`src/csf_defs.svh`:
```
// Purpose: Constants for the core condition flag block
// Assumes: One instruction presented per clock by the decoder
// Notes: Bit positions, reset values, widths and byte constants only
`ifndef CSF_DEFS_SVH
`define CSF_DEFS_SVH

// ==========================================================
// Field positions
`define CSF_BIT_WDOG 5
`define CSF_BIT_SLEEP 4
`define CSF_BIT_SRANGE 3
`define CSF_BIT_NULL 2
`define CSF_BIT_NIBBLE 1
`define CSF_BIT_CARRY 0
`define CSF_ARITH_MSB 3

// ==========================================================
// Reset values and byte constants
`define CSF_STATUS_RST 8'h00
`define CSF_UNUSED_BITS 2'h0
`define CSF_BYTE_ZERO 8'h00
`define CSF_BYTE_ONES 8'hFF

`endif

```
`src/csf_pkg.sv`:
```
// Purpose: Types shared by the core condition flag block
// Assumes: Binary opcodes chosen by the decoder side
// Notes: Values of this enum are the decoder contract
package csf_pkg;

  typedef logic [7:0] csf_byte_t;

  // ==========================================================
  // Instruction classes
  typedef enum logic [4:0] {
    CSF_OP_NONE   = 5'b00000,
    CSF_OP_ADD    = 5'b00001,
    CSF_OP_ADC    = 5'b00010,
    CSF_OP_SUB    = 5'b00011,
    CSF_OP_SBC    = 5'b00100,
    CSF_OP_INC    = 5'b00101,
    CSF_OP_DEC    = 5'b00110,
    CSF_OP_AND    = 5'b00111,
    CSF_OP_OR     = 5'b01000,
    CSF_OP_XOR    = 5'b01001,
    CSF_OP_CPL    = 5'b01010,
    CSF_OP_RLC    = 5'b01011,
    CSF_OP_RRC    = 5'b01100,
    CSF_OP_RL     = 5'b01101,
    CSF_OP_RR     = 5'b01110,
    CSF_OP_WR_ST  = 5'b01111,
    CSF_OP_KICK   = 5'b10000,
    CSF_OP_HALT   = 5'b10001
  } csf_op_e;

endpackage

```
`src/csf_alu_if.sv`:
```
// Purpose: Carrier between flag register and arithmetic unit
// Assumes: Purely combinational path inside one cycle
// Notes: Update strobes say which flags the op may touch
`timescale 1ns/1ps
interface csf_alu_if;
  csf_pkg::csf_op_e op;
  csf_pkg::csf_byte_t a;
  csf_pkg::csf_byte_t b;
  logic c_in;
  csf_pkg::csf_byte_t result;
  logic c_out;
  logic ac_out;
  logic ov_out;
  logic z_out;
  logic upd_c;
  logic upd_acov;
  logic upd_z;

  modport core (output op, output a, output b, output c_in,
                input result, input c_out, input ac_out, input ov_out, input z_out,
                input upd_c, input upd_acov, input upd_z);
  modport unit (input op, input a, input b, input c_in,
                output result, output c_out, output ac_out, output ov_out, output z_out,
                output upd_c, output upd_acov, output upd_z);
endinterface

```
`src/csf_arith.sv`:
```
// Purpose: Result and flag terms of one ALU instruction
// Assumes: Operand b already selected by the decoder
// Notes: Subtraction runs as a + ~b + 1 for SUB and a + ~b + carry-in for SBC
`include "csf_defs.svh"
`timescale 1ns/1ps
module csf_arith (
  csf_alu_if.unit alu
);

  logic [7:0] opnd;
  logic cin;
  logic [4:0] sum_lo;
  logic [7:0] sum_7;
  logic [8:0] sum_8;

  // ==========================================================
  // Shared adder
  always_comb begin
    opnd = alu.b;
    cin = 1'b0;
    case (alu.op)
      csf_pkg::CSF_OP_ADC: cin = alu.c_in;
      csf_pkg::CSF_OP_SUB: begin
        opnd = ~alu.b;
        cin = 1'b1;
      end
      csf_pkg::CSF_OP_SBC: begin
        opnd = ~alu.b;
        cin = alu.c_in;
      end
      csf_pkg::CSF_OP_INC: begin
        opnd = `CSF_BYTE_ZERO;
        cin = 1'b1;
      end
      csf_pkg::CSF_OP_DEC: opnd = `CSF_BYTE_ONES;
      default: cin = 1'b0;
    endcase
  end

  assign sum_lo = {1'b0, alu.a[3:0]} + {1'b0, opnd[3:0]} + {4'h0, cin};
  assign sum_7 = {1'b0, alu.a[6:0]} + {1'b0, opnd[6:0]} + {7'h00, cin};
  assign sum_8 = {1'b0, alu.a} + {1'b0, opnd} + {8'h00, cin};

  // ==========================================================
  // Result and flag selection
  always_comb begin
    alu.result = sum_8[7:0];
    alu.c_out = sum_8[8];
    alu.ac_out = sum_lo[4];
    alu.ov_out = sum_7[7] ^ sum_8[8];
    alu.upd_c = 1'b0;
    alu.upd_acov = 1'b0;
    alu.upd_z = 1'b0;
    case (alu.op)
      csf_pkg::CSF_OP_ADD, csf_pkg::CSF_OP_ADC, csf_pkg::CSF_OP_SUB, csf_pkg::CSF_OP_SBC: begin
        alu.upd_c = 1'b1;
        alu.upd_acov = 1'b1;
        alu.upd_z = 1'b1;
      end
      // Increment and decrement leave carry alone, as on the core
      csf_pkg::CSF_OP_INC, csf_pkg::CSF_OP_DEC: alu.upd_z = 1'b1;
      csf_pkg::CSF_OP_AND: begin
        alu.result = alu.a & alu.b;
        alu.upd_z = 1'b1;
      end
      csf_pkg::CSF_OP_OR: begin
        alu.result = alu.a | alu.b;
        alu.upd_z = 1'b1;
      end
      csf_pkg::CSF_OP_XOR: begin
        alu.result = alu.a ^ alu.b;
        alu.upd_z = 1'b1;
      end
      csf_pkg::CSF_OP_CPL: begin
        alu.result = ~alu.a;
        alu.upd_z = 1'b1;
      end
      csf_pkg::CSF_OP_RLC: begin
        alu.result = {alu.a[6:0], alu.c_in};
        alu.c_out = alu.a[7];
        alu.upd_c = 1'b1;
      end
      csf_pkg::CSF_OP_RRC: begin
        alu.result = {alu.c_in, alu.a[7:1]};
        alu.c_out = alu.a[0];
        alu.upd_c = 1'b1;
      end
      csf_pkg::CSF_OP_RL: alu.result = {alu.a[6:0], alu.a[7]};
      csf_pkg::CSF_OP_RR: alu.result = {alu.a[0], alu.a[7:1]};
      default: alu.result = sum_8[7:0];
    endcase
    alu.z_out = (alu.result == `CSF_BYTE_ZERO);
  end

endmodule // csf_arith

```
`src/csf_status_flags.sv`:
```
// Purpose: Core condition flag register with ALU flag generation
// Assumes: Decoder gives one op per cycle with OP_VALID; expiry is a same-clock pulse
// Notes: Status contents are never pushed by this block on calls or interrupts
`include "csf_defs.svh"
`timescale 1ns/1ps
module csf_status_flags (
  input wire logic CLK,
  input wire logic RSTN,
  input wire logic OP_VALID,
  input wire csf_pkg::csf_op_e OP_CODE,
  input wire csf_pkg::csf_byte_t OPERAND_A,
  input wire csf_pkg::csf_byte_t OPERAND_B,
  input wire csf_pkg::csf_byte_t WR_DATA,
  input wire logic WDT_EXPIRE,
  output csf_pkg::csf_byte_t STATUS,
  output csf_pkg::csf_byte_t RESULT,
  output logic RESULT_VALID
);

  csf_alu_if alu ();

  csf_pkg::csf_byte_t status_ff;
  csf_pkg::csf_byte_t result_ff;
  logic result_valid_ff;
  logic [`CSF_ARITH_MSB:0] nxt_arith;
  logic nxt_wdog;
  logic nxt_sleep;
  logic kick;
  logic halt;
  logic wr_st;
  logic alu_op;

  // ==========================================================
  // Decode
  assign kick = OP_VALID && (OP_CODE == csf_pkg::CSF_OP_KICK);
  assign halt = OP_VALID && (OP_CODE == csf_pkg::CSF_OP_HALT);
  assign wr_st = OP_VALID && (OP_CODE == csf_pkg::CSF_OP_WR_ST);
  assign alu_op = OP_VALID && !kick && !halt && !wr_st && (OP_CODE != csf_pkg::CSF_OP_NONE);

  assign alu.op = OP_VALID ? OP_CODE : csf_pkg::CSF_OP_NONE;
  assign alu.a = OPERAND_A;
  assign alu.b = OPERAND_B;
  assign alu.c_in = status_ff[`CSF_BIT_CARRY];

  csf_arith u_arith (
    .alu(alu.unit)
  );

  csf_sysflags u_sys (
    .kick(kick),
    .halt(halt),
    .expire(WDT_EXPIRE),
    .wdog_q(status_ff[`CSF_BIT_WDOG]),
    .sleep_q(status_ff[`CSF_BIT_SLEEP]),
    .nxt_wdog(nxt_wdog),
    .nxt_sleep(nxt_sleep)
  );

  // ==========================================================
  // Arithmetic flag next state
  always_comb begin
    // flags only move on listed ops
    nxt_arith = status_ff[`CSF_ARITH_MSB:0];
    if (wr_st) begin
      nxt_arith = WR_DATA[`CSF_ARITH_MSB:0];
    end else if (alu_op) begin
      if (alu.upd_c) begin
        nxt_arith[`CSF_BIT_CARRY] = alu.c_out;
      end
      if (alu.upd_acov) begin
        nxt_arith[`CSF_BIT_NIBBLE] = alu.ac_out;
        nxt_arith[`CSF_BIT_SRANGE] = alu.ov_out;
      end
      if (alu.upd_z) begin
        nxt_arith[`CSF_BIT_NULL] = alu.z_out;
      end
    end
  end

  // ==========================================================
  // Status register
  // Reset loads zero in the arithmetic bits; software must not rely on it
  always_ff @(posedge CLK or negedge RSTN) begin
    if (!RSTN) begin
      status_ff <= `CSF_STATUS_RST;
    end else begin
      status_ff[7:6] <= `CSF_UNUSED_BITS;
      status_ff[`CSF_BIT_WDOG] <= nxt_wdog;
      status_ff[`CSF_BIT_SLEEP] <= nxt_sleep;
      status_ff[`CSF_ARITH_MSB:0] <= nxt_arith;
    end
  end

  // ==========================================================
  // ALU result
  always_ff @(posedge CLK or negedge RSTN) begin
    if (!RSTN) begin
      result_ff <= `CSF_BYTE_ZERO;
      result_valid_ff <= 1'b0;
    end else begin
      result_valid_ff <= alu_op;
      if (alu_op) begin
        result_ff <= alu.result;
      end
    end
  end

  assign STATUS = status_ff;
  assign RESULT = result_ff;
  assign RESULT_VALID = result_valid_ff;

endmodule // csf_status_flags

```
`src/csf_sysflags.sv`:
```
// Purpose: Next state of watchdog and sleep flags
// Assumes: Expiry pulse is on the core clock
// Notes: Expiry wins over a clear in the same cycle
`timescale 1ns/1ps
module csf_sysflags (
  input wire logic kick,
  input wire logic halt,
  input wire logic expire,
  input wire logic wdog_q,
  input wire logic sleep_q,
  output logic nxt_wdog,
  output logic nxt_sleep
);

  // ==========================================================
  // System flags
  always_comb begin
    // watchdog clears on kick or halt, sets on expiry; sleep sets on halt, clears on kick
    nxt_wdog = wdog_q;
    if (kick || halt) begin
      nxt_wdog = 1'b0;
    end
    if (expire) begin
      nxt_wdog = 1'b1;
    end
    nxt_sleep = sleep_q;
    if (halt) begin
      nxt_sleep = 1'b1;
    end else if (kick) begin
      nxt_sleep = 1'b0;
    end
  end

endmodule // csf_sysflags

```
`config.mk`:
```
export PLATFORM = sky130hd
export DESIGN_NAME = csf_status_flags
export DESIGN_NICKNAME = d
export VERILOG_FILES = /design/src/csf_pkg.sv /design/src/csf_alu_if.sv /design/src/csf_arith.sv /design/src/csf_status_flags.sv /design/src/csf_sysflags.sv
export VERILOG_INCLUDE_DIRS = /design/src /design/src/src
export SDC_FILE = /design/constraint.sdc
export NUM_CORES = 1
export LEC_CHECK = 0
export BUFFER_PORTS_ARGS = -buffer_cell sky130_fd_sc_hd__buf_4
export CAP_MARGIN = 15
export CELL_PAD_IN_SITES_DETAIL_PLACEMENT = 2
export CELL_PAD_IN_SITES_GLOBAL_PLACEMENT = 2
export CORE_MARGIN = 2
export CORE_UTILIZATION = 31
export DETAILED_ROUTE_END_ITERATION = 16
export GPL_TIMING_DRIVEN = 0
export PLACE_DENSITY_LB_ADDON = 0.1
export SLEW_MARGIN = 20
export SYNTH_ARGS = -nofsm -noshare
export SYNTH_HDL_FRONTEND = slang
export SYNTH_SLANG_ARGS = --single-unit
export TNS_END_PERCENT = 1
```
`constraint.sdc`:
```
create_clock -name CLK -period 3.45 [get_ports CLK]
set_input_delay 0 -clock CLK [delete_from_list [all_inputs] [get_ports CLK]]
set_output_delay 0 -clock CLK [all_outputs]
set_load 0.05 [all_outputs]
```
# ---- Yosys cells after proc, flatten, opt, wreduce, memory -nomap -nowiden
# Cells that the tools add are included.
dict set report word_totals {
  ff_bits 15
  input_bits 33
}
dict set report op_classes {
  bitwise 6
  reduce_logical 28
  n_addsub 6
  eq_ne 17
  mux 18
}
# operator count
set ops {}
lappend ops {{8-bit case mux with 8 select lines} 1}
lappend ops {{5-bit by 4-bit equality test with 1-bit output, second input constant} 8}
lappend ops {{8-bit case mux with 3 select lines} 1}
lappend ops {{5-bit by 3-bit equality test with 1-bit output, second input constant} 4}
lappend ops {{8-bit NOT} 2}
lappend ops {{2-bit nonzero test} 6}
lappend ops {{1-bit 2-to-1 mux} 11}
lappend ops {{5-bit by 2-bit equality test with 1-bit output, second input constant} 2}
lappend ops {{5-bit equality test, second input constant} 2}
lappend ops {{10-bit OR reduction} 1}
lappend ops {{8-bit by 8-bit adder with 9-bit output} 1}
lappend ops {{9-bit by 1-bit adder with 9-bit output} 1}
lappend ops {{7-bit by 7-bit adder with 8-bit output} 1}
lappend ops {{8-bit by 1-bit adder with 8-bit output} 1}
lappend ops {{8-bit bitwise AND} 1}
lappend ops {{8-bit logical NOT} 1}
lappend ops {{4-bit 2-to-1 mux} 2}
lappend ops {{8-bit bitwise OR} 1}
lappend ops {{8-bit bitwise XOR} 1}
lappend ops {{1-bit logical AND} 7}
lappend ops {{2-bit AND reduction} 3}
lappend ops {{2-bit OR reduction} 3}
lappend ops {{6-bit OR reduction} 1}
lappend ops {{4-bit by 4-bit adder with 5-bit output} 1}
lappend ops {{9 further kinds} 12}

# ---- Depth between registers and ports, before layout
# Gate-level depths: netlist (run 1).
dict set report logic_depth {
  word_depth 11
  depth_mapped 16
  mapped_depth_nobuf 14
}

# ---- Cells and area by module
# From an unflattened synthesis (run 1), not the netlist that was laid out.
dict set report unflattened {
  cells_unflattened 270
  hier_area_um2 2306.0
}
# mod n_inst area_each_um2 cells_each
set by_module_without_submodules {}
lappend by_module_without_submodules {csf_arith 1 1551.5 205}
lappend by_module_without_submodules {csf_status_flags 1 732.0 61}
lappend by_module_without_submodules {csf_sysflags 1 22.5 4}

# ---- Least setup slack after synthesis (run 1)
# OpenSTA, ideal clock, no wires.
dict set report synth_path {
  path_kind {input -> register}
  start {input OP_CODE[3]}
  end {register status_ff[2], in the netlist STATUS[2]}
  n_path_buf 2
  setup_ns 0.090
  setup_slack_ns 0.102
  cell_stages 14
  arrival_ns 3.258
  path_cell_list {buf_2 > clkbuf_1 > nor3_1 > o21ai_1 > o211a_1 > fa_1 > fa_1 > nand2b_1 > a21oi_1 > a31oi_1 > xor2_1 > o211ai_1 > or4_1 > o221ai_1}
}
dict set report synth_via {
  elab_chain_cells 11
  word_cells_on_any_way 46
  classes_between {2 x add/sub; 17 x eq/ne; 8 x mux; 19 x reduce/logical}
}
# item line_no
set synth_lines {}
lappend synth_lines {{from (decl)} csf_status_flags.sv:10} ;# input wire csf_pkg::csf_op_e OP_CODE,
lappend synth_lines {{5-bit 2-to-1 mux} csf_status_flags.sv:40} ;# assign alu.op = OP_VALID ? OP_CODE : csf_pkg::CSF_OP_NONE;
lappend synth_lines {{5-bit by 2-bit equality test with 1-bit output / 5-bit by 3-bit equality test with 1-bit output (equally long branches)} {csf_arith.sv:21, csf_arith.sv:54}}
lappend synth_lines {{2-bit OR reduction (no source line)} --}
lappend synth_lines {{8-bit case mux with 3 select lines} csf_arith.sv:21} ;# case (alu.op)
lappend synth_lines {{8-bit by 8-bit adder with 9-bit output} csf_arith.sv:42} ;# assign sum_8 = {1'b0, alu.a} + {1'b0, opnd} + {8'h00, cin};
lappend synth_lines {{9-bit by 1-bit adder with 9-bit output} csf_arith.sv:42}
lappend synth_lines {{8-bit case mux with 8 select lines} csf_arith.sv:54} ;# case (alu.op)
lappend synth_lines {{8-bit logical NOT (no source line)} --}
lappend synth_lines {{1-bit 2-to-1 mux} csf_status_flags.sv:74} ;# if (alu.upd_z) begin
lappend synth_lines {{4-bit 2-to-1 mux} csf_status_flags.sv:66} ;# end else if (alu_op) begin
lappend synth_lines {{4-bit 2-to-1 mux} csf_status_flags.sv:64} ;# if (wr_st) begin
lappend synth_lines {{to (signal assigned)} csf_status_flags.sv:85} ;# status_ff <= `CSF_STATUS_RST;
lappend synth_lines {{to (signal, indexed assignment)} csf_status_flags.sv:88} ;# status_ff[`CSF_BIT_WDOG] <= nxt_wdog;
lappend synth_lines {{to (signal, indexed assignment)} csf_status_flags.sv:89} ;# status_ff[`CSF_BIT_SLEEP] <= nxt_sleep;
lappend synth_lines {{to (decl)} csf_status_flags.sv:22} ;# csf_pkg::csf_byte_t status_ff;
# Several ways; a longest one is shown, not always the timed one. The select of a mux whose other input is x is not followed.
# A chain may end at the register's enable or synchronous reset.

# ---- Worst setup path after layout (run 1)
dict set report layout_path {
  start {input OP_CODE[0]}
  end {register status_ff[2], in the netlist STATUS[2]}
}
# Same word-level chain as after synthesis.

==> out/qor.csv, run 1 <==
stage,metric,value,unit
outcome,status,finished clean,
detailed_routing,drc_errors,0,
grt,grt_pass1_wl,12.0,mm
logic_synthesis,synth.most_common_cell,nand2_1,
timing,timing.final.crit_share,94.9,%
detailed_routing,ant_nets,0,
logic_synthesis,netlist_top_cells_count,"nand2_1, ha_1, inv_1, nor2_1, dfrtp_1",
logic_synthesis,synth_area_leader_cell,dfrtp_1,
grt,grt_overflow_total,0,
critical_path,cp_max_fo,10,
clock_tree,tritoncts,done,
timing,hold_viol_final,0,
floorplanning,boundaryPins,50,
logic_synthesis,ys_ff_latch,15,
critical_path,crit_arrival,3.43,ns
pwr,irDropWorstVdd,0.122,mV
detailed_routing,vias_per_cell,5.59,
critical_path,start_kind,input port,
finish,final-seq-area,375,um^2
finish,area_growth,27.9,%
critical_path,crit_type,in -> reg,
critical_path,path_buf_inv,2,
detailed_routing,drt_iter0_drc,89,
critical_path,cp_top_family,simple AND/OR/NAND/NOR gates,
critical_path,cp.required,3.61,ns
logic_synthesis,syn_area,2090,um^2
min_path,hp-class,in -> reg,
clock_tree,h-tree-depth,1,
finish,final_util,41.5,%
logic_synthesis,yosys_warnings,0,
floorplanning,die_y,86.0,um
clock_tree,cts_root_buf,clkbuf_8,
logic_synthesis,syn_inst,260,
timing,setup_viol,0,
detailed_routing,vias,2170,
grt,grt_pass1_vias,2245,
pwr,p_leak,1.28,nW
run,maxCapViolations,0,
timing,relSlewSlack,35.6,%
timing,fmax,305,MHz
detailed_routing,wire_per_inst,19.7,um
grt,grt_max_degree,16,
timing,worst_pin_slew,0.958,ns
grt,antenna_found_initial,0,
placement,dp_hpwl,5.91,mm
clock_tree,path_clk_slew,0.06,ns
logic_synthesis,synth_area_leaders,"dfrtp_1, ha_1, nand2_1",
finish,nFillCells,759,
logic_synthesis,synthDistinctLibCells,62,
timing,slew_viol_final,0,
clock_tree,clock-sinks,15,
floorplanning,die_x,86.0,um
logic_synthesis,synth_top_area_share,18.0,%
critical_path,critPathMaxStageDelay,0.56,ns
pwr,power_density,343,nW/um^2
logic_synthesis,async_flop_share,100,%
timing,final.min_clock_period,3.27,ns
critical_path,crit_slowest_cell,or4_1,
clock_tree,cts_buffer_depth,2,
logic_synthesis,synth-edff-count,0,
logic_synthesis,synth_ff_type,dfrtp_1,
floorplanning,dieArea,7400,um^2
detailed_routing,firstDrtPassIters,4,
finish,diodes,0,
detailed_routing,routed_wl,7.63,mm
finish,drive_gt1_share,27.7,%
timing,skew,0.00549,ns
placement,post-place-ws,-1.04,ns
grt,gr-usage-all-layers,20.8,%
finish,nets,370,
logic_synthesis,syn_avg_cell_area,8.02,um^2
critical_path,crit_top_cell,fa_1,
placement,io_buffers,40,
floorplanning,start_util,32.5,%
pwr,power.total,0.914,mW
clock_tree,clk_latency,0.25,ns
timing,fin_ws,0.177,ns
placement,place_congestion,0.784,
logic_synthesis,ys_seq_area_share,18.0,%
timing,finalSetupTns,0,ns
critical_path,path_cells,buf_2 > buf_6 > nand2_1 > nor2_4 > o21ai_4 > o211a_1 > fa_1 > fa_1 > nand2b_1 > a21oi_4 > a31oi_1 > xor2_1 > o211ai_1 > or4_1 > o221ai_1,
floorplanning,core.rowCount,29,
clock_tree,cts_buffers,3,
finish,multi_input_area,1600,um^2
floorplanning,core-area,6420,um^2
critical_path,cp-end-kind,flip-flop,
-- final cells by class --
cell class,count,area share (%)
sequential,15,14.1
clock buffer,3,1.55
clock inverter,1,0.188
multi-input combinational,206,59.8
inverter,24,3.38
timing repair buffer,47,13.4
buffer,15,3.99
tap,77,3.61
-- through the flow --
stage	cells	hold WS, ns	instance area [um^2]
floorplan	261	-0.296	2090
global placement	378	-0.135	2490
detailed placement	378	-0.133	2490
CTS	387	0.0751	2640
global route	388	0.0859	2670
finish	388	0.0726	2670
-- worst paths after layout --
check | cells after the start | end | slack [ns] | from
setup / recovery | 15 | STATUS[2] | 0.18 | OP_CODE[0]
min in group asynchronous | 2 | RESULT[2] | 0.14 | RSTN
hold / removal | 3 | STATUS[2] | 0.07 | WR_DATA[2]
setup reg to reg | 12 | STATUS[2] | 0.26 | STATUS[0]
hold reg to reg | 1 | STATUS[5] | 0.48 | STATUS[5]
max in group asynchronous | 2 | STATUS[2] | 3.13 | RSTN
-- sequential cells by signal, indices dropped and copies added (netlist names) --
| name | count |
|---|---|
| RESULT | 8 |
| RESULT_VALID | 1 |
| STATUS | 6 |
-- cell usage in the layout (no fill, tap or decap), drive strengths merged, types with 3 or more instances in the layout --
master,Yosys,routed
buf,12,58
nand2,26,26
inv,24,24
ha,23,23
nor2,22,22
dfrtp,15,15
o21ai,15,15
a21oi,10,10
o211ai,9,9
nor3,8,8
nand2b,6,6
a21o,5,5
mux2i,5,5
mux2,5,5
clkbuf,4,5
xnor2,4,4
nand3,4,4
nor2b,3,3
a31oi,3,3
xor2,3,3
a221oi,3,3
a22o,3,3
nand4,3,3
a221o,3,3
o31ai,3,3
-- tightest hold or removal path: stages --
cell      delay [ns]
buf_4           0.08
inv_1           0.03
o221ai_1        0.17
-- cell families (layout without fill, tap and decap cells) --
| logic type | after synthesis | count (layout) | share of synthesized area [%] |
|---|---|---|---|
| adders and majority gates | 25 | 25 | 15.7 |
| AOI/OAI and AO/OA | 73 | 73 | 25.9 |
| buffers and inverters | 40 | 90 | 9.24 |
| xor gates and xnor gates | 7 | 7 | 2.94 |
| muxes | 10 | 10 | 5.10 |
| DFF | 15 | 15 | 18.0 |
| other | 1 | 2 | 0.180 |
| and+or+nand+nor | 89 | 89 | 23.0 |
-- where the power goes --
part           internal (mW)  total (mW)  switching [mW]
Clock                 0.0801       0.145          0.0650
Combinational          0.190       0.528           0.338
Sequential             0.216       0.241          0.0248
Total                  0.485       0.914           0.428
-- per-layer routing --
layer | routed length, um | track usage [%] | up-vias
li1 | - | - | 1048
met1 | 3630 | 28.3 | 1064
met2 | 3650 | 35.7 | 50
met3 | 252 | 1.44 | 8
met4 | 95 | 5.05 | 0
met5 | 0 | 0 | -
-- timing repair --
item	4_1_cts	5_1_grt
gates resized for setup	12	8
buffers inserted	3	2
hold endpoints to repair	16	0
pin swaps	2	2
setup endpoints to repair	4	3
hold buffers	2	0
Power figures use the tool's default switching activity.
==> inputs of run 2 (changes only) <==
==> constraint.sdc (replaced) <==
create_clock -name CLK -period 3.45 [get_ports CLK]
set_input_delay 0.345 -clock CLK [delete_from_list [all_inputs] [get_ports CLK]]
set_output_delay 0.345 -clock CLK [all_outputs]
set_load 0.05 [all_outputs]
==> run 2 against run 1 <==
  * Flip-flop and latch count unchanged
  * Die area unchanged
  * Sequential power barely moved
  * Setup slack worse by 0.062 ns
  * Routed wire length down 0.94%
  * Clock skew fell by 0.00096 ns
  * Hold slack improved by 0.20 ns
==> out/qor.csv, run 2 (synthesized netlist as in run 1, its figures left out) <==
stage,metric,value,unit,change
critical_path,reg2reg_setup_slack,0.48,ns,+0.22 ns
finish,nFillCells,737,,-2.9%
floorplanning,core.rowCount,29,,unchanged
floorplanning,core-area,6420,um^2,unchanged
min_path,holdPathEnd,STATUS[5],,
clock_tree,cts_buffer_depth,2,,unchanged
floorplanning,start_util,32.5,%,unchanged
pwr,p_int,0.496,mW,+2.2%
grt,grt_pass1_wl,12.1,mm,+0.75%
detailed_routing,firstDrtPassIters,4,,unchanged
clock_tree,clock-sinks,15,,unchanged
detailed_routing,routed_wl,7.55,mm,-0.94%
grt,met2_usage,37.0,%,+1.3 points
grt,grt_overflow_total,0,,unchanged
finish,nets,369,,-0.27%
critical_path,regToRegEndpoint,STATUS[2],,
critical_path,cp-end-kind,flip-flop,,
finish,diodes,0,,unchanged
finish,largest_register_ffs,8,,unchanged
min_path,hp-start,WDT_EXPIRE,,
min_path,whs_path_depth,2,,-1
pwr,power.total,0.926,mW,+1.3%
pwr,swShare,46.4,%,-0.46 points
clock_tree,tritoncts,done,,
finish,design_area,2730,um^2,+2.4%
finish,area_growth,31.0,%,
placement,place_congestion,0.814,,+3.9%
grt,grt_busiest_layer,met2,,
timing,rsz0062_at_grt,true,,
pwr,power_density,339,nW/um^2,-1.1%
critical_path,cp_max_fo,10,,unchanged
outcome,status,finished clean,,
grt,met3_usage,0.866,%,-0.58 points
critical_path,reg2reg_from,STATUS[0],,
detailed_routing,drt_iter0_drc,81,,-9.0%
critical_path,start_kind,input port,,
grt,grt_max_degree,16,,unchanged
timing,relSlewSlack,32.8,%,-2.9 points
grt,gr-usage-all-layers,21.0,%,+0.20 points
placement,io_buffers,40,,unchanged
floorplanning,boundaryPins,50,,unchanged
timing,final.min_clock_period,3.34,ns,+0.0622 ns
min_path,hp-class,in -> reg,,
clock_tree,cts_buffers,3,,unchanged
timing,timing.final.crit_share,96.7,%,+1.8 points
finish,mostFrequentLayoutCells,"buf_4, nand2_1, inv_1, ha_1, nor2_1",,
detailed_routing,vias_per_cell,5.68,,+1.5%
pwr,power.net_switching,0.430,mW,+0.31%
critical_path,crit_type,in -> reg,,
timing,fmax,300,MHz,-1.9%
critical_path,cp.required,3.62,ns,about the same
timing,hold_viol_final,0,,unchanged
timing,slew_viol_final,0,,unchanged
timing,skew,0.00453,ns,-0.000958 ns
floorplanning,dieArea,7400,um^2,unchanged
detailed_routing,vias,2197,,+1.2%
grt,grt_pass1_vias,2324,,+3.5%
clock_tree,path_clk_slew,0.06,ns,about the same
pwr,sequentialPowerShare,25.9,%,-0.4 points
pwr,p_comb_share,58.6,%,+0.8 points
finish,final_common_cell,buf_4,,
timing,setup_viol,0,,unchanged
placement,placed_cell_area,2520,um^2,+1.2%
finish,final_util,42.5,%,+1.0 points
detailed_routing,drc_errors,0,,unchanged
critical_path,crit_arrival,3.50,ns,+0.07 ns
critical_path,reg2regPathDepth,13,,+1
detailed_routing,ant_nets,0,,unchanged
finish,drive_gt1_share,31.0,%,+3.3 points
run,maxCapViolations,0,,unchanged
pwr,p_leak,1.29,nW,+1.4%
floorplanning,die_x,86.0,um,unchanged
timing,worst_pin_slew,1.00,ns,+0.0426 ns
pwr,irDropWorstVdd,0.121,mV,-0.68%
clock_tree,cts_root_buf,clkbuf_8,,
pwr,pwr-share-clk,15.5,%,-0.4 points
floorplanning,die_y,86.0,um,unchanged
placement,dp_hpwl,5.91,mm,about the same
clock_tree,clk_latency,0.25,ns,about the same
grt,grt_use_met1,28.2,%,-0.075 points
detailed_routing,wire_per_inst,19.5,um,-0.69%
grt,antenna_found_initial,0,,unchanged
clock_tree,h-tree-depth,1,,unchanged
==> run 2: changes by cell type in the layout (fill, tap and decap cells not counted), sizes merged <==
cell	delta
buf	-2
clkbuf	+2
dlygate4sd3	-1
==> run 2: power groups by stage <==
stage	clock (mW)	sequential (mW)	combinational [mW]
6_report	0.144	0.240	0.542
5_1_grt	0.156	0.245	0.581
4_1_cts	0.150	0.241	0.535
3_5_place_dp	0	0.245	0.513
3_3_place_gp	0	0.243	0.501
2_1_floorplan	0	0.360	0.225
==> run 2: what timing repair did <==
item,CTS,global route
endpoints found under the hold margin,15,0
hold buffers,1,0
pin swaps,5,6
resized for setup,15,12
setup endpoints to repair,4,2
buffers inserted,4,1
==> run 2: stage by stage <==
step                      hold WS (ns)  instances  TNS (ns)  setup slack [ns]
final                            0.270        387         0             0.114
after global routing             0.272        387   -0.0396           -0.0396
after CTS                        0.267        386         0            0.0160
after detailed placement         0.213        378     -2.28            -0.732
after global placement           0.209        378     -2.13            -0.685
after floorplan                 0.0494        261         0            0.0446
==> run 2: cell type report <==
cell class | instances | area, um^2 | share of cell area [%]
timing repair buffer | 46 | 355 | 13.0
clock inverter | 1 | 5.00 | 0.183
tap | 77 | 96.3 | 3.53
sequential | 15 | 375 | 13.7
buffer | 15 | 119 | 4.35
inverter | 24 | 90.1 | 3.30
multi-input combinational | 206 | 1650 | 60.4
clock buffer | 3 | 41.3 | 1.51
==> run 2: how the worst max path moves through the flow <==
stage	startpoint	endpoint	cells after the start
after floorplan	OP_CODE[0]	STATUS[2]	16
final	OP_CODE[0]	STATUS[2]	18
after detailed placement	OP_CODE[0]	STATUS[2]	16
after CTS	OP_CODE[3]	STATUS[2]	16
after global routing	OP_CODE[0]	STATUS[2]	18
after global placement	OP_CODE[0]	STATUS[2]	16
==> run 2: routing by layer <==
| metal | part of all wire [%] | vias to the layer above |
|---|---|---|
| met4 | 1.0 | 0 |
| met3 | 3.6 | 6 |
| li1 | - | 1047 |
| met1 | 47 | 1096 |
| met5 | 0 | - |
| met2 | 48 | 48 |
==> run 2: critical path, stage by stage <==
cell and delay (ns):
clkbuf_4 0.16, buf_8 0.15, nand2_4 0.08, nor2_4 0.05, buf_4 0.14, o21ai_4 0.17
nand2_1 0.08, o211a_1 0.14, fa_2 0.36, fa_2 0.39, nand2b_4 0.16, a21oi_4 0.18
buf_6 0.13, xor2_1 0.06, nand2_1 0.11, nand4_1 0.10, or4_4 0.54, o221ai_2 0.14
==> inputs of run 3 (changes only) <==
- CORE_UTILIZATION: 31 -> 32
- CTS_BUF_LIST: unset -> sky130_fd_sc_hd__clkbuf_8
==> run 3 against run 2 <==
  * Register-to-register slack better by 0.02 ns
  * Total power is 2.4% higher
  * Highest routed layer unchanged
  * Global-route usage increased by 0.95 points
  * Utilization is 2.0 points higher
  * Clock power is essentially flat
  * Final cell count increased by 1.8%
  * Combinational power rose by 4%
  * First-iteration DRC count decreased by 6.2%
  * Fmax is 0.43% lower
  * Hold slack improved by 0.0042 ns
==> out/qor.csv, run 3 (synthesized netlist as in run 1, its figures left out) <==
stage,metric,value,unit,change
grt,grt_use_met1,29.7,%,+1.5 points
grt,grt_busiest_layer,met2,,
floorplanning,die_y,84.7,um,-1.5%
grt,grt_max_degree,16,,unchanged
finish,largest_register_ffs,8,,unchanged
critical_path,reg2reg_from,STATUS[0],,
finish,nets,376,,+1.9%
clock_tree,path_clk_slew,0.06,ns,about the same
grt,antenna_found_initial,0,,unchanged
floorplanning,start_util,33.0,%,+0.56 points
finish,nFillCells,733,,-0.54%
finish,drive_gt1_share,33.1,%,+2.2 points
finish,multi_input_area,1670,um^2,+1.1%
floorplanning,die_x,84.7,um,-1.5%
min_path,holdPathEnd,STATUS[5],,
detailed_routing,vias_per_cell,5.70,,+0.32%
finish,diodes,0,,unchanged
detailed_routing,drt_iter0_drc,76,,-6.2%
placement,place_congestion,0.825,,+1.3%
run,maxCapViolations,0,,unchanged
critical_path,reg2reg_setup_slack,0.50,ns,+0.02 ns
timing,final.min_clock_period,3.35,ns,+0.0144 ns
placement,dp_hpwl,5.91,mm,-0.10%
critical_path,path_buf_inv,4,,unchanged
finish,final_common_cell,buf_4,,
placement,io_buffers,40,,unchanged
grt,grt_overflow_total,0,,unchanged
timing,fmax,299,MHz,-0.43%
pwr,p_comb_share,59.2,%,+0.6 points
critical_path,start_kind,input port,,
clock_tree,h-tree-depth,1,,unchanged
pwr,pwr-share-clk,15.2,%,-0.3 points
critical_path,crit_slowest_cell,or4_4,,
floorplanning,boundaryPins,50,,unchanged
pwr,p_int,0.503,mW,+1.4%
critical_path,cp_max_fo,10,,unchanged
finish,area_growth,34.9,%,
finish,mostFrequentLayoutCells,"buf_4, nand2_1, inv_1, ha_1, nor2_1",,
timing,slew_viol_final,0,,unchanged
detailed_routing,ant_nets,0,,unchanged
pwr,power.net_switching,0.445,mW,+3.5%
min_path,hp-class,in -> reg,,
clock_tree,clock-sinks,15,,unchanged
clock_tree,tritoncts,done,,
min_path,hp-start,WDT_EXPIRE,,
timing,finalSetupTns,0,ns,unchanged
critical_path,cp-end-kind,flip-flop,,
detailed_routing,routed_wl,8.08,mm,+7.0%
pwr,p_leak,1.33,nW,+3.0%
finish,final_util,44.6,%,+2.0 points
timing,skew,0.000669,ns,-0.00386 ns
floorplanning,core.rowCount,29,,unchanged
min_path,whs_path_depth,2,,unchanged
detailed_routing,firstDrtPassIters,5,,+1
clock_tree,cts_root_buf,clkbuf_8,,
grt,gr-usage-all-layers,21.9,%,+0.95 points
critical_path,cp.required,3.62,ns,about the same
pwr,irDropWorstVdd,0.279,mV,+130%
critical_path,crit_type,in -> reg,,
critical_path,critPathMaxStageDelay,0.54,ns,about the same
detailed_routing,drc_errors,0,,unchanged
floorplanning,core-area,6310,um^2,-1.7%
timing,timing.final.crit_share,97.1,%,+0.42 points
timing,hold_viol_final,0,,unchanged
pwr,swShare,46.9,%,+0.52 points
grt,grt_pass1_wl,12.4,mm,+2.3%
finish,final-seq-area,375,um^2,unchanged
timing,relSlewSlack,29.1,%,-3.6 points
clock_tree,cts_buffers,3,,unchanged
grt,met3_usage,1.57,%,+0.71 points
outcome,status,finished clean,,
pwr,power_density,337,nW/um^2,-0.59%
floorplanning,dieArea,7180,um^2,-3.0%
detailed_routing,vias,2244,,+2.1%
detailed_routing,wire_per_inst,20.5,um,+5.1%
critical_path,path_cells,buf_4 > buf_8 > nand2_4 > nor2_4 > buf_4 > o21ai_4 > nand2_1 > o211a_1 > fa_2 > fa_2 > nand2b_4 > a21oi_4 > buf_6 > xor2_1 > nand2_1 > nand4_1 > or4_4 > o221ai_2,,
critical_path,crit_arrival,3.52,ns,+0.02 ns
critical_path,reg2regPathDepth,13,,unchanged
clock_tree,clk_latency,0.26,ns,about the same
critical_path,cp_top_family,simple AND/OR/NAND/NOR gates,,
grt,grt_pass1_vias,2301,,-0.99%
critical_path,regToRegEndpoint,STATUS[2],,
timing,setup_viol,0,,unchanged
clock_tree,cts_buffer_depth,2,,unchanged
pwr,sequentialPowerShare,25.6,%,-0.3 points
timing,worst_pin_slew,1.05,ns,+0.0541 ns
grt,met2_usage,36.9,%,-0.13 points
[run 3: layer usage]
metal  up-vias  wire [um]
li1       1055          -
met1      1108       3440
met2        68       4150
met3        13        324
met4         0        170
met5         -          0
[run 3: final cells by class]
type | count | share of cell area, %
plain buffers | 15 | 4.67
clock buffers | 3 | 1.47
clock inverters | 1 | 0.133
inverters | 24 | 3.20
multi-input cells | 206 | 59.3
flip-flops and latches | 15 | 13.3
well taps | 77 | 3.42
repair buffers | 53 | 14.5
[run 3: timing repair]
action	in CTS	in global routing
endpoints found under the setup margin	4	2
hold buffers	1	0
cloned	0	0
gates resized for setup	14	25
hold endpoints to repair	15	0
buffers inserted	4	8
pin swaps	5	11
[run 3: how the worst max path moves through the flow]
stage	to	cells after the start	startpoint	slack (ns)
floorplan	STATUS[2]	16	OP_CODE[0]	0.04
global placement	STATUS[2]	14	OP_CODE[4]	-0.63
detailed placement	STATUS[2]	14	OP_CODE[4]	-0.70
CTS	STATUS[2]	16	OP_CODE[3]	0.01
global route	STATUS[2]	18	OP_CODE[0]	-0.03
finish	STATUS[2]	18	OP_CODE[0]	0.1
[run 3: per-stage QoR]
stage	power (mW)	cell area [um^2]	cells	hold slack (ns)	setup slack [ns]
after floorplan	0.584	2120	261	0.0494	0.0446
after global placement	0.743	2510	378	0.209	-0.629
after detailed placement	0.760	2520	378	0.211	-0.695
after CTS	0.921	2680	386	0.275	0.0118
after global routing	1.00	2810	394	0.288	-0.0285
final	0.948	2810	394	0.274	0.100
[run 3: power by group through the flow]
stage                     combinational, mW  sequential (mW)  clock [mW]
after global routing                  0.600            0.249       0.154
after global placement                0.501            0.242           0
final                                 0.561            0.242       0.144
after detailed placement              0.514            0.246           0
after floorplan                       0.225            0.360           0
after CTS                             0.534            0.243       0.144
